[config.mk]
export PLATFORM = sky130hd
export DESIGN_NAME = uft_frame_timing
export DESIGN_NICKNAME = d
export VERILOG_FILES = /design/src/core/uft_pkg.sv /design/src/core/uft_bit_tick.sv /design/src/core/uft_frame_timing.sv
export SDC_FILE = /design/constraint.sdc
export NUM_CORES = 1
export LEC_CHECK = 0
export ABC_CLOCK_PERIOD_IN_PS = 2760
export BUFFER_PORTS_ARGS = -buffer_cell sky130_fd_sc_hd__buf_2
export CAP_MARGIN = 20
export CORE_MARGIN = 3
export CORE_UTILIZATION = 40
export DETAILED_ROUTE_END_ITERATION = 16
export GPL_ROUTABILITY_DRIVEN = 0
export PLACE_DENSITY = 0.62
export SETUP_SLACK_MARGIN = 0.3
export SLEW_MARGIN = 20
export SYNTH_ARGS = -nofsm -noshare
export SYNTH_HDL_FRONTEND = slang
export SYNTH_HIERARCHICAL = 1
export SYNTH_SLANG_ARGS = --single-unit
[constraint.sdc]
create_clock -name clk_sys -period 2.76 [get_ports clk_sys]
set_input_delay 0.276 -clock clk_sys [delete_from_list [all_inputs] [get_ports clk_sys]]
set_output_delay 0.276 -clock clk_sys [all_outputs]
set_load 0.005 [all_outputs]
[src/core/uft_pkg.sv]
// Shared constants and types for the USB host frame timing unit.
// Assumes a 32-bit AXI4-Lite register bus and one system clock.
package uft_pkg;

    localparam logic [31:0] ADDR_FM_INTERVAL = 32'h9010_1034;
    localparam logic [31:0] ADDR_FM_REMAINING = 32'h9010_1038;
    localparam logic [31:0] ADDR_FM_NUMBER = 32'h9010_103C;
    localparam logic [31:0] ADDR_CTRL = 32'h9010_1100;
    localparam logic [31:0] ADDR_IRQ_STATUS = 32'h9010_1104;
    localparam logic [31:0] ADDR_IRQ_MASK = 32'h9010_1108;

    localparam int FI_W = 14;
    localparam int FS_LARGEST_PACKET_W = 15;
    localparam int FN_W = 16;
    localparam int IRQ_W = 2;

    localparam int TOGGLE_BIT = 31;
    localparam int FS_LARGEST_PACKET_LSB = 16;
    localparam int CTRL_RESET_BIT = 0;
    localparam int CTRL_RUN_BIT = 1;
    localparam int IRQ_SOF_BIT = 0;
    localparam int IRQ_WRAP_BIT = 1;

    localparam logic [FI_W-1:0] FI_NOMINAL = 14'h2EDF;
    localparam logic [FS_LARGEST_PACKET_W-1:0] FS_LARGEST_PACKET_RESET = 15'h0000;
    localparam logic [FN_W-1:0] FN_MAX = 16'hFFFF;
    localparam logic [31:0] REM_RSV_MASK = 32'h7FFF_C000;
    localparam logic [31:0] FN_RSV_MASK = 32'hFFFF_0000;

    localparam logic [1:0] RESP_OKAY = 2'h0;
    localparam logic [1:0] RESP_SLVERR = 2'h2;

    localparam int CLK_SYS_HZ = 125_000_000;
    localparam int FS_BIT_RATE_HZ = 12_000_000;

    typedef struct packed {
        logic toggle;
        logic [FS_LARGEST_PACKET_W-1:0] largest;
        logic [FI_W-1:0] interval;
    } uft_interval_s;

    typedef struct packed {
        logic [FN_W-1:0] frame_number;
    } uft_hca_wr_s;

    typedef enum logic [1:0] {
        ST_IDLE,
        ST_SOF,
        ST_HCA,
        ST_LIST
    } uft_seq_e;

endpackage

[src/core/uft_bit_tick.sv]
// Fractional rate divider giving a one-cycle full-speed bit-time tick.
// Assumes TICK_HZ is below CLK_HZ; jitter is one system clock period.
`timescale 1ns/1ps
`default_nettype none
module uft_bit_tick #(
    parameter int CLK_HZ = uft_pkg::CLK_SYS_HZ,
    parameter int TICK_HZ = uft_pkg::FS_BIT_RATE_HZ
) (
    input wire logic clk_sys,
    input wire logic rst,
    output logic tick
);

    logic [31:0] acc_reg;
    logic [31:0] acc_sum;

    assign acc_sum = acc_reg + 32'(TICK_HZ);

    // Phase accumulator keeps the long-run rate exact
    always_ff @(posedge clk_sys) begin
        if (rst) begin
            acc_reg <= 32'h0000_0000;
            tick <= 1'b0;
        end else if (acc_sum >= 32'(CLK_HZ)) begin
            acc_reg <= acc_sum - 32'(CLK_HZ);
            tick <= 1'b1;
        end else begin
            acc_reg <= acc_sum;
            tick <= 1'b0;
        end
    end

endmodule
`default_nettype wire

[src/core/uft_frame_timing.sv]
// Frame timing unit: interval, remaining and frame number registers,
// start-of-frame sequencing and frame interrupt, behind AXI4-Lite.
// Assumes the SOF sender and memory writer share clk_sys.
// Operation
// (RULE_01) Interval field 14 bits, resets 0x2EDF
// (RULE_02) Reset command restores nominal interval
// (RULE_03) Software saves interval before reset command
// (RULE_04) Software flips toggle on each interval write
// (RULE_05) Largest-packet value loads counter each frame
// (RULE_06) Interval writes accepted at any time
// (RULE_07) Remaining counter decrements each bit time
// (RULE_08) Zero remaining reloads interval, starts frame
// (RULE_09) Toggle copied into remaining at reload
// (RULE_10) 16-bit frame number increments, wraps
// (RULE_11) Entering operation bumps frame number
// (RULE_12) SOF, then frame number write, then lists
// (RULE_13) Frame number written sets SOF flag
// (RULE_14) Bit-time enable at 12 Mbit/s
// (RULE_15) Reserved bits read zero, ignore writes
`timescale 1ns/1ps
`default_nettype none
module uft_frame_timing #(
    parameter int CLK_HZ = uft_pkg::CLK_SYS_HZ,
    parameter int BIT_HZ = uft_pkg::FS_BIT_RATE_HZ
) (
    input wire logic clk_sys,
    input wire logic rst,
    input wire logic [31:0] s_axi_awaddr,
    input wire logic s_axi_awvalid,
    output logic s_axi_awready,
    input wire logic [31:0] s_axi_wdata,
    input wire logic [3:0] s_axi_wstrb,
    input wire logic s_axi_wvalid,
    output logic s_axi_wready,
    output logic [1:0] s_axi_bresp,
    output logic s_axi_bvalid,
    input wire logic s_axi_bready,
    input wire logic [31:0] s_axi_araddr,
    input wire logic s_axi_arvalid,
    output logic s_axi_arready,
    output logic [31:0] s_axi_rdata,
    output logic [1:0] s_axi_rresp,
    output logic s_axi_rvalid,
    input wire logic s_axi_rready,
    output logic sof_token_valid,
    input wire logic sof_token_ready,
    output logic hca_wr_valid,
    output uft_pkg::uft_hca_wr_s hca_wr,
    input wire logic hca_wr_ready,
    output logic ed_fetch_en,
    output logic [uft_pkg::FS_LARGEST_PACKET_W-1:0] largest_left,
    output logic irq
);

    logic aw_held_reg;
    logic [31:0] aw_addr_reg;
    logic w_held_reg;
    logic [31:0] w_data_reg;
    logic [3:0] w_strb_reg;
    logic do_write;
    logic [31:0] wr_mask;
    logic [31:0] rd_mux;
    logic rd_hit;
    logic rd_take;

    uft_pkg::uft_interval_s fm_int_reg;
    logic [uft_pkg::FI_W-1:0] rem_reg;
    logic rem_toggle_reg;
    logic [uft_pkg::FN_W-1:0] fn_reg;
    logic run_reg;
    logic run_d_reg;
    logic [uft_pkg::IRQ_W-1:0] irq_status_reg;
    logic [uft_pkg::IRQ_W-1:0] irq_mask_reg;
    logic [uft_pkg::IRQ_W-1:0] irq_set;
    uft_pkg::uft_seq_e seq_reg;

    logic bit_en;
    logic run_rise;
    logic frame_start;
    logic ctrl_reset_pulse;
    logic wr_interval;

    uft_bit_tick #(
        .CLK_HZ(CLK_HZ),
        .TICK_HZ(BIT_HZ)
    ) u_bit_tick (
        .clk_sys(clk_sys),
        .rst(rst),
        .tick(bit_en) // RULE_14
    );

    // Bus write channels: address and data are caught independently
    assign s_axi_awready = !aw_held_reg && !s_axi_bvalid;
    assign s_axi_wready = !w_held_reg && !s_axi_bvalid;
    assign do_write = aw_held_reg && w_held_reg && !s_axi_bvalid;

    always_comb begin
        for (int i = 0; i < 4; i++) begin
            wr_mask[8*i +: 8] = {8{w_strb_reg[i]}};
        end
    end

    always_ff @(posedge clk_sys) begin
        if (rst) begin
            aw_held_reg <= 1'b0;
            aw_addr_reg <= 32'h0000_0000;
            w_held_reg <= 1'b0;
            w_data_reg <= 32'h0000_0000;
            w_strb_reg <= 4'h0;
            s_axi_bvalid <= 1'b0;
            s_axi_bresp <= uft_pkg::RESP_OKAY;
        end else begin
            if (s_axi_awvalid && s_axi_awready) begin
                aw_held_reg <= 1'b1;
                aw_addr_reg <= s_axi_awaddr;
            end
            if (s_axi_wvalid && s_axi_wready) begin
                w_held_reg <= 1'b1;
                w_data_reg <= s_axi_wdata;
                w_strb_reg <= s_axi_wstrb;
            end
            if (do_write) begin
                aw_held_reg <= 1'b0;
                w_held_reg <= 1'b0;
                s_axi_bvalid <= 1'b1;
                case (aw_addr_reg)
                    uft_pkg::ADDR_FM_INTERVAL,
                    uft_pkg::ADDR_FM_REMAINING,
                    uft_pkg::ADDR_FM_NUMBER,
                    uft_pkg::ADDR_CTRL,
                    uft_pkg::ADDR_IRQ_STATUS,
                    uft_pkg::ADDR_IRQ_MASK: begin
                        s_axi_bresp <= uft_pkg::RESP_OKAY;
                    end
                    default: begin
                        s_axi_bresp <= uft_pkg::RESP_SLVERR;
                    end
                endcase
            end else if (s_axi_bvalid && s_axi_bready) begin
                s_axi_bvalid <= 1'b0;
            end
        end
    end

    assign wr_interval = do_write && aw_addr_reg == uft_pkg::ADDR_FM_INTERVAL;
    assign ctrl_reset_pulse = do_write && aw_addr_reg == uft_pkg::ADDR_CTRL
        && wr_mask[uft_pkg::CTRL_RESET_BIT]
        && w_data_reg[uft_pkg::CTRL_RESET_BIT];

    // Interval register; reserved bits 15:14 are simply not stored
    always_ff @(posedge clk_sys) begin
        if (rst) begin
            fm_int_reg.toggle <= 1'b0;
            fm_int_reg.largest <= uft_pkg::FS_LARGEST_PACKET_RESET;
            fm_int_reg.interval <= uft_pkg::FI_NOMINAL; // RULE_01
        end else if (ctrl_reset_pulse) begin
            fm_int_reg.interval <= uft_pkg::FI_NOMINAL; // RULE_02
        end else if (wr_interval) begin
            // No frame-boundary gating, so software can trim any time
            fm_int_reg <= uft_pkg::uft_interval_s'({ // RULE_06
                (w_data_reg[uft_pkg::TOGGLE_BIT:uft_pkg::FS_LARGEST_PACKET_LSB]
                    & wr_mask[uft_pkg::TOGGLE_BIT:uft_pkg::FS_LARGEST_PACKET_LSB])
                    | ({fm_int_reg.toggle, fm_int_reg.largest}
                    & ~wr_mask[uft_pkg::TOGGLE_BIT:uft_pkg::FS_LARGEST_PACKET_LSB]),
                (w_data_reg[uft_pkg::FI_W-1:0]
                    & wr_mask[uft_pkg::FI_W-1:0])
                    | (fm_int_reg.interval
                    & ~wr_mask[uft_pkg::FI_W-1:0])}); // RULE_15
        end
    end

    // Control: run level; the reset command bit is a write pulse
    always_ff @(posedge clk_sys) begin
        if (rst) begin
            run_reg <= 1'b0;
            irq_mask_reg <= '0;
        end else if (do_write && aw_addr_reg == uft_pkg::ADDR_CTRL
                && wr_mask[uft_pkg::CTRL_RUN_BIT]) begin
            run_reg <= w_data_reg[uft_pkg::CTRL_RUN_BIT];
        end else if (do_write && aw_addr_reg == uft_pkg::ADDR_IRQ_MASK) begin
            irq_mask_reg <= (w_data_reg[uft_pkg::IRQ_W-1:0]
                & wr_mask[uft_pkg::IRQ_W-1:0])
                | (irq_mask_reg & ~wr_mask[uft_pkg::IRQ_W-1:0]);
        end
    end

    always_ff @(posedge clk_sys) begin
        if (rst) begin
            run_d_reg <= 1'b0;
        end else begin
            run_d_reg <= run_reg;
        end
    end

    assign run_rise = run_reg && !run_d_reg;
    assign frame_start = run_rise // RULE_11
        || (bit_en && run_reg && rem_reg == '0); // RULE_08

    // Frame counters
    always_ff @(posedge clk_sys) begin
        if (rst) begin
            rem_reg <= '0;
            rem_toggle_reg <= 1'b0;
            fn_reg <= '0;
            largest_left <= '0;
        end else begin
            if (frame_start) begin
                rem_reg <= fm_int_reg.interval; // RULE_08
                rem_toggle_reg <= fm_int_reg.toggle; // RULE_09
                fn_reg <= fn_reg + 16'h0001; // RULE_10
                largest_left <= fm_int_reg.largest; // RULE_05
            end else if (bit_en && run_reg) begin
                rem_reg <= rem_reg - 14'h0001; // RULE_07
                if (largest_left != '0) begin
                    largest_left <= largest_left - 15'h0001;
                end
            end
        end
    end

    // Per-frame sequence: token, frame number write, then list access
    always_ff @(posedge clk_sys) begin
        if (rst) begin
            seq_reg <= uft_pkg::ST_IDLE;
            hca_wr <= '0;
        end else if (!run_reg) begin
            seq_reg <= uft_pkg::ST_IDLE;
        end else if (frame_start) begin
            seq_reg <= uft_pkg::ST_SOF;
        end else begin
            case (seq_reg)
                uft_pkg::ST_SOF: begin
                    if (sof_token_ready) begin
                        seq_reg <= uft_pkg::ST_HCA; // RULE_12
                        hca_wr.frame_number <= fn_reg;
                    end
                end
                uft_pkg::ST_HCA: begin
                    if (hca_wr_ready) begin
                        seq_reg <= uft_pkg::ST_LIST; // RULE_12
                    end
                end
                uft_pkg::ST_LIST: begin
                    seq_reg <= uft_pkg::ST_LIST;
                end
                default: begin
                    seq_reg <= uft_pkg::ST_IDLE;
                end
            endcase
        end
    end

    assign sof_token_valid = seq_reg == uft_pkg::ST_SOF;
    assign hca_wr_valid = seq_reg == uft_pkg::ST_HCA;
    assign ed_fetch_en = seq_reg == uft_pkg::ST_LIST;

    always_comb begin
        irq_set = '0;
        irq_set[uft_pkg::IRQ_SOF_BIT] = hca_wr_valid && hca_wr_ready
            && run_reg && !frame_start; // RULE_13
        irq_set[uft_pkg::IRQ_WRAP_BIT] = frame_start
            && fn_reg == uft_pkg::FN_MAX;
    end

    // Read clears status; an event in the same cycle survives
    always_ff @(posedge clk_sys) begin
        if (rst) begin
            irq_status_reg <= '0;
        end else if (rd_take && s_axi_araddr == uft_pkg::ADDR_IRQ_STATUS) begin
            irq_status_reg <= irq_set;
        end else begin
            irq_status_reg <= irq_status_reg | irq_set;
        end
    end

    assign irq = |(irq_status_reg & irq_mask_reg);

    // Read path
    assign s_axi_arready = !s_axi_rvalid;
    assign rd_take = s_axi_arvalid && s_axi_arready;

    always_comb begin
        rd_mux = 32'h0000_0000;
        rd_hit = 1'b1;
        case (s_axi_araddr)
            uft_pkg::ADDR_FM_INTERVAL: begin
                rd_mux[uft_pkg::TOGGLE_BIT:uft_pkg::FS_LARGEST_PACKET_LSB] =
                    {fm_int_reg.toggle, fm_int_reg.largest};
                rd_mux[uft_pkg::FI_W-1:0] = fm_int_reg.interval;
            end
            uft_pkg::ADDR_FM_REMAINING: begin
                rd_mux[uft_pkg::TOGGLE_BIT] = rem_toggle_reg;
                rd_mux[uft_pkg::FI_W-1:0] = rem_reg;
            end
            uft_pkg::ADDR_FM_NUMBER: begin
                rd_mux[uft_pkg::FN_W-1:0] = fn_reg;
            end
            uft_pkg::ADDR_CTRL: begin
                rd_mux[uft_pkg::CTRL_RUN_BIT] = run_reg;
            end
            uft_pkg::ADDR_IRQ_STATUS: begin
                rd_mux[uft_pkg::IRQ_W-1:0] = irq_status_reg;
            end
            uft_pkg::ADDR_IRQ_MASK: begin
                rd_mux[uft_pkg::IRQ_W-1:0] = irq_mask_reg;
            end
            default: begin
                rd_hit = 1'b0;
            end
        endcase
    end

    always_ff @(posedge clk_sys) begin
        if (rst) begin
            s_axi_rvalid <= 1'b0;
            s_axi_rdata <= 32'h0000_0000;
            s_axi_rresp <= uft_pkg::RESP_OKAY;
        end else if (rd_take) begin
            s_axi_rvalid <= 1'b1;
            s_axi_rdata <= rd_mux;
            s_axi_rresp <= rd_hit ? uft_pkg::RESP_OKAY : uft_pkg::RESP_SLVERR;
        end else if (s_axi_rvalid && s_axi_rready) begin
            s_axi_rvalid <= 1'b0;
        end
    end
endmodule
`default_nettype wire

==> reports/qor.yml <==
status:
  status: "complete, but fails checks"
  violations: "setup timing"
critical_path:
  crit_path_end_kind: "flop"
  path_class: "reg -> reg"
  r2r_start: "u_bit_tick/acc_reg[9]"
  cp_data_arrival_time_ns: 3.26
  setup.worst_path.start: "u_bit_tick/acc_reg[9]"
  worst-path-max-fanout: 4
  cp-start-kind: "flop"
  worstPathRequired_ns: 3.17
synth:
  synthAdderAreaFrac: 0.00891
  synth.distinct_cells: 99
  ys.warnings.count: 6
  synth_top_area_frac: 0.412
  synth_top_family_by_area: "simple AND/OR/NAND/NOR gates"
  synthMostInstantiatedCell: "dfxtp_1"
  async_flop_share: 0
  synth_compound_area_frac: 0.181
  synthMuxAreaShare: 0.0619
  synth_ff_type: "dfxtp_1"
  synthesis.area_um2: 11200
  syn_area_per_cell_um2: 8.62
  synth_enable_flop_cells: 0
  synth_seq_cells: 231
  synth-simple-area-share: 0.239
  synthTopCellsByCount: "dfxtp_1 (231), nand2_1 (212), nor2_1 (146), a21oi_1 (95), mux2i_1 (50)"
  synth.area.top_cells: "dfxtp_1 (41%), nand2_1 (7.1%), nor2_1 (4.9%)"
  synth_top_area_cell: "dfxtp_1"
  synth-xor-area-share: 0.0568
  yosysSeqAreaShare: 0.412
  synth_cells: 1303
route:
  wl_met3_um: 1510
  wl_met1_um: 14300
  vias: 10300
  first_pass_iters: 5
  met2_length_um: 15200
  top_layer_used: "met4"
  routed_wl_um: 31900
  first_iter_violations: 637
  ant_nets: 0
  drc_errors: 0
  vias_per_cell: 5.22
  wire_per_inst_um: 16.1
timing:
  hold_viol_final: 0
  fin_crit_ns: 2.86
  fin_ws_ns: -0.0982
  hold_ws_ns: 0.0194
  fin_crit_sh: 1.04
  rsz0062_at_grt: "true"
  finalSetupViolCount: 8
  fmax_mhz: 350
  max-slew-margin-rel: 0.275
  tightest_slew_ns: 1.08
  fin_skew_ns: 0.0105
  drv_slew: 0
finish:
  multi_input_comb_area_um2: 6470
  nFillCells: 2549
  fin_nets: 1709
  syn2layout_area_growth_pct: 32.0
  n_antenna_cell: 0
  regArea_um2: 4630
  drive_gt1_frac: 0.290
placement:
  port_buffers: 180
  hpwl_um: 22200
power_and_ir_drop:
  p_seq_frac: 0.322
  power_uw: 12000
  p_comb_frac: 0.386
  vdd_drop_max_v: 0.000526
  powerDensity_nw_per_um2: 806
  p_leak_uw: 0.00586
  p_sw_frac: 0.334
  power_frac_clock: 0.292
  p_sw_uw: 3990
  p_int_uw: 7970
clock_tree:
  cts_max_level: 1
  clock_latency_ns: 0.52
  clock_sinks: 231
  cts_root_buf: "clkbuf_16"
  cts_inserted_buffers: 26
  cts_tree: "built"
  clk_pin_slew_worst_paths_ns: 0.06
  clock_path_buffers: 3
grt:
  grtUsageTotal: 0.203
  grt_pass1_wl_um: 52100
  grt_max_degree: 93
  overflow: 0
  grt_pass1_vias: 10200
  antenna_found_initial: 0
job:
  maxCapViolations: 0
floorplan:
  chipWidth_um: 174
  dieArea_um2: 30100
  fp.dieH_um: 174
  coreArea_um2: 27300
  rows: 60
  start_util: 0.412
  pin_count: 185
worst_hold_path:
  hold_path.class: "in -> reg"
  min_from: "s_axi_awaddr[5]"
-- power by group through the flow --
stage	clock [µW]	sequential [µW]	combinational [µW]
floorplan	0	3810	2650
global placement	0	3900	3800
detailed placement	0	3900	3840
CTS	3570	3840	4430
global route	3720	3890	5010
finish	3490	3850	4620
-- final timing paths --
kind | slack (ns) | endpoint | depth (start not counted)
setup reg to reg | -0.1 | u_bit_tick/acc_reg[25] | 13
setup / recovery | -0.1 | u_bit_tick/acc_reg[25] | 13
hold / removal | 0.02 | aw_addr_reg[5] | 3
hold reg to reg | 0.45 | s_axi_rdata[5] | 2
-- cells in the final DEF, fill, tap and decap left out, types with 28 or more instances in the layout --
master         count
dfxtp_1          226
xnor2_1           47
nor2_1           143
a211oi_1          28
buf_4             90
nand2_1          211
buf_2            179
o21ai_0           29
dlygate4sd3_1     51
a21oi_1           93
mux2i_1           50
-- logic make-up (layout without fill, tap and decap cells) --
logic type / Yosys count / count (layout)
AND/OR/NAND/NOR: 539 / 539
AO/OA/AOI/OAI: 284 / 284
flip-flops: 231 / 231
buffers and inverters: 101 / 404
XOR/XNOR: 72 / 72
multiplexers: 67 / 67
adder cells (fa/ha/maj): 8 / 8
other: 1 / 2
-- per-stage QoR --
step	setup WS [ns]	setup TNS [ns]	instances	cell area [µm²]	utilization
4_1_cts	-0.105	-0.336	1975	14700	0.540
3_3_place_gp	-0.0811	-0.314	1872	13000	0.478
3_5_place_dp	-0.152	-0.926	1872	13000	0.478
6_report	-0.0982	-0.454	1979	14800	0.544
5_1_grt	-0.230	-3.34	1979	14800	0.544
2_1_floorplan	-0.132	-0.203	1304	11300	-
-- repair_timing --
action | in CTS | in global routing
setup endpoints to repair | 27 | 28
pin swaps | 44 | 9
endpoints found under the hold margin | 51 | 0
resized for setup | 67 | 15
setup buffers | 8 | 4
gates cloned | 1 | 0
hold buffers | 51 | 0
-- worst max-delay path, stage by stage (launching register included) --
cell and delay (ns):
dfxtp_4 0.35, inv_2 0.04, ha_4 0.16, buf_6 0.11, nand3b_1 0.17, a311oi_2 0.28, nor2_2 0.14, buf_4 0.15
o211ai_1 0.26, a211oi_2 0.12, o31a_1 0.29, nand2b_4 0.14, o211a_1 0.24, mux2_4 0.29
-- layout make-up --
cell class	instances	area share
Timing Repair Buffer	337	0.156
Multi-Input combinational cell	972	0.436
Clock inverter	9	0.00920
Clock buffer	34	0.0486
Tap cell	372	0.0314
Sequential cell	231	0.312
Inverter	24	0.00624
-- metal layers --
layer	global-route usage	up-vias
li1	-	5148
met1	0.268	4877
met2	0.348	258
met3	0.0302	56
met4	0.0543	0
met5	0	-
No activity file was read; power rests on OpenSTA's default activity.
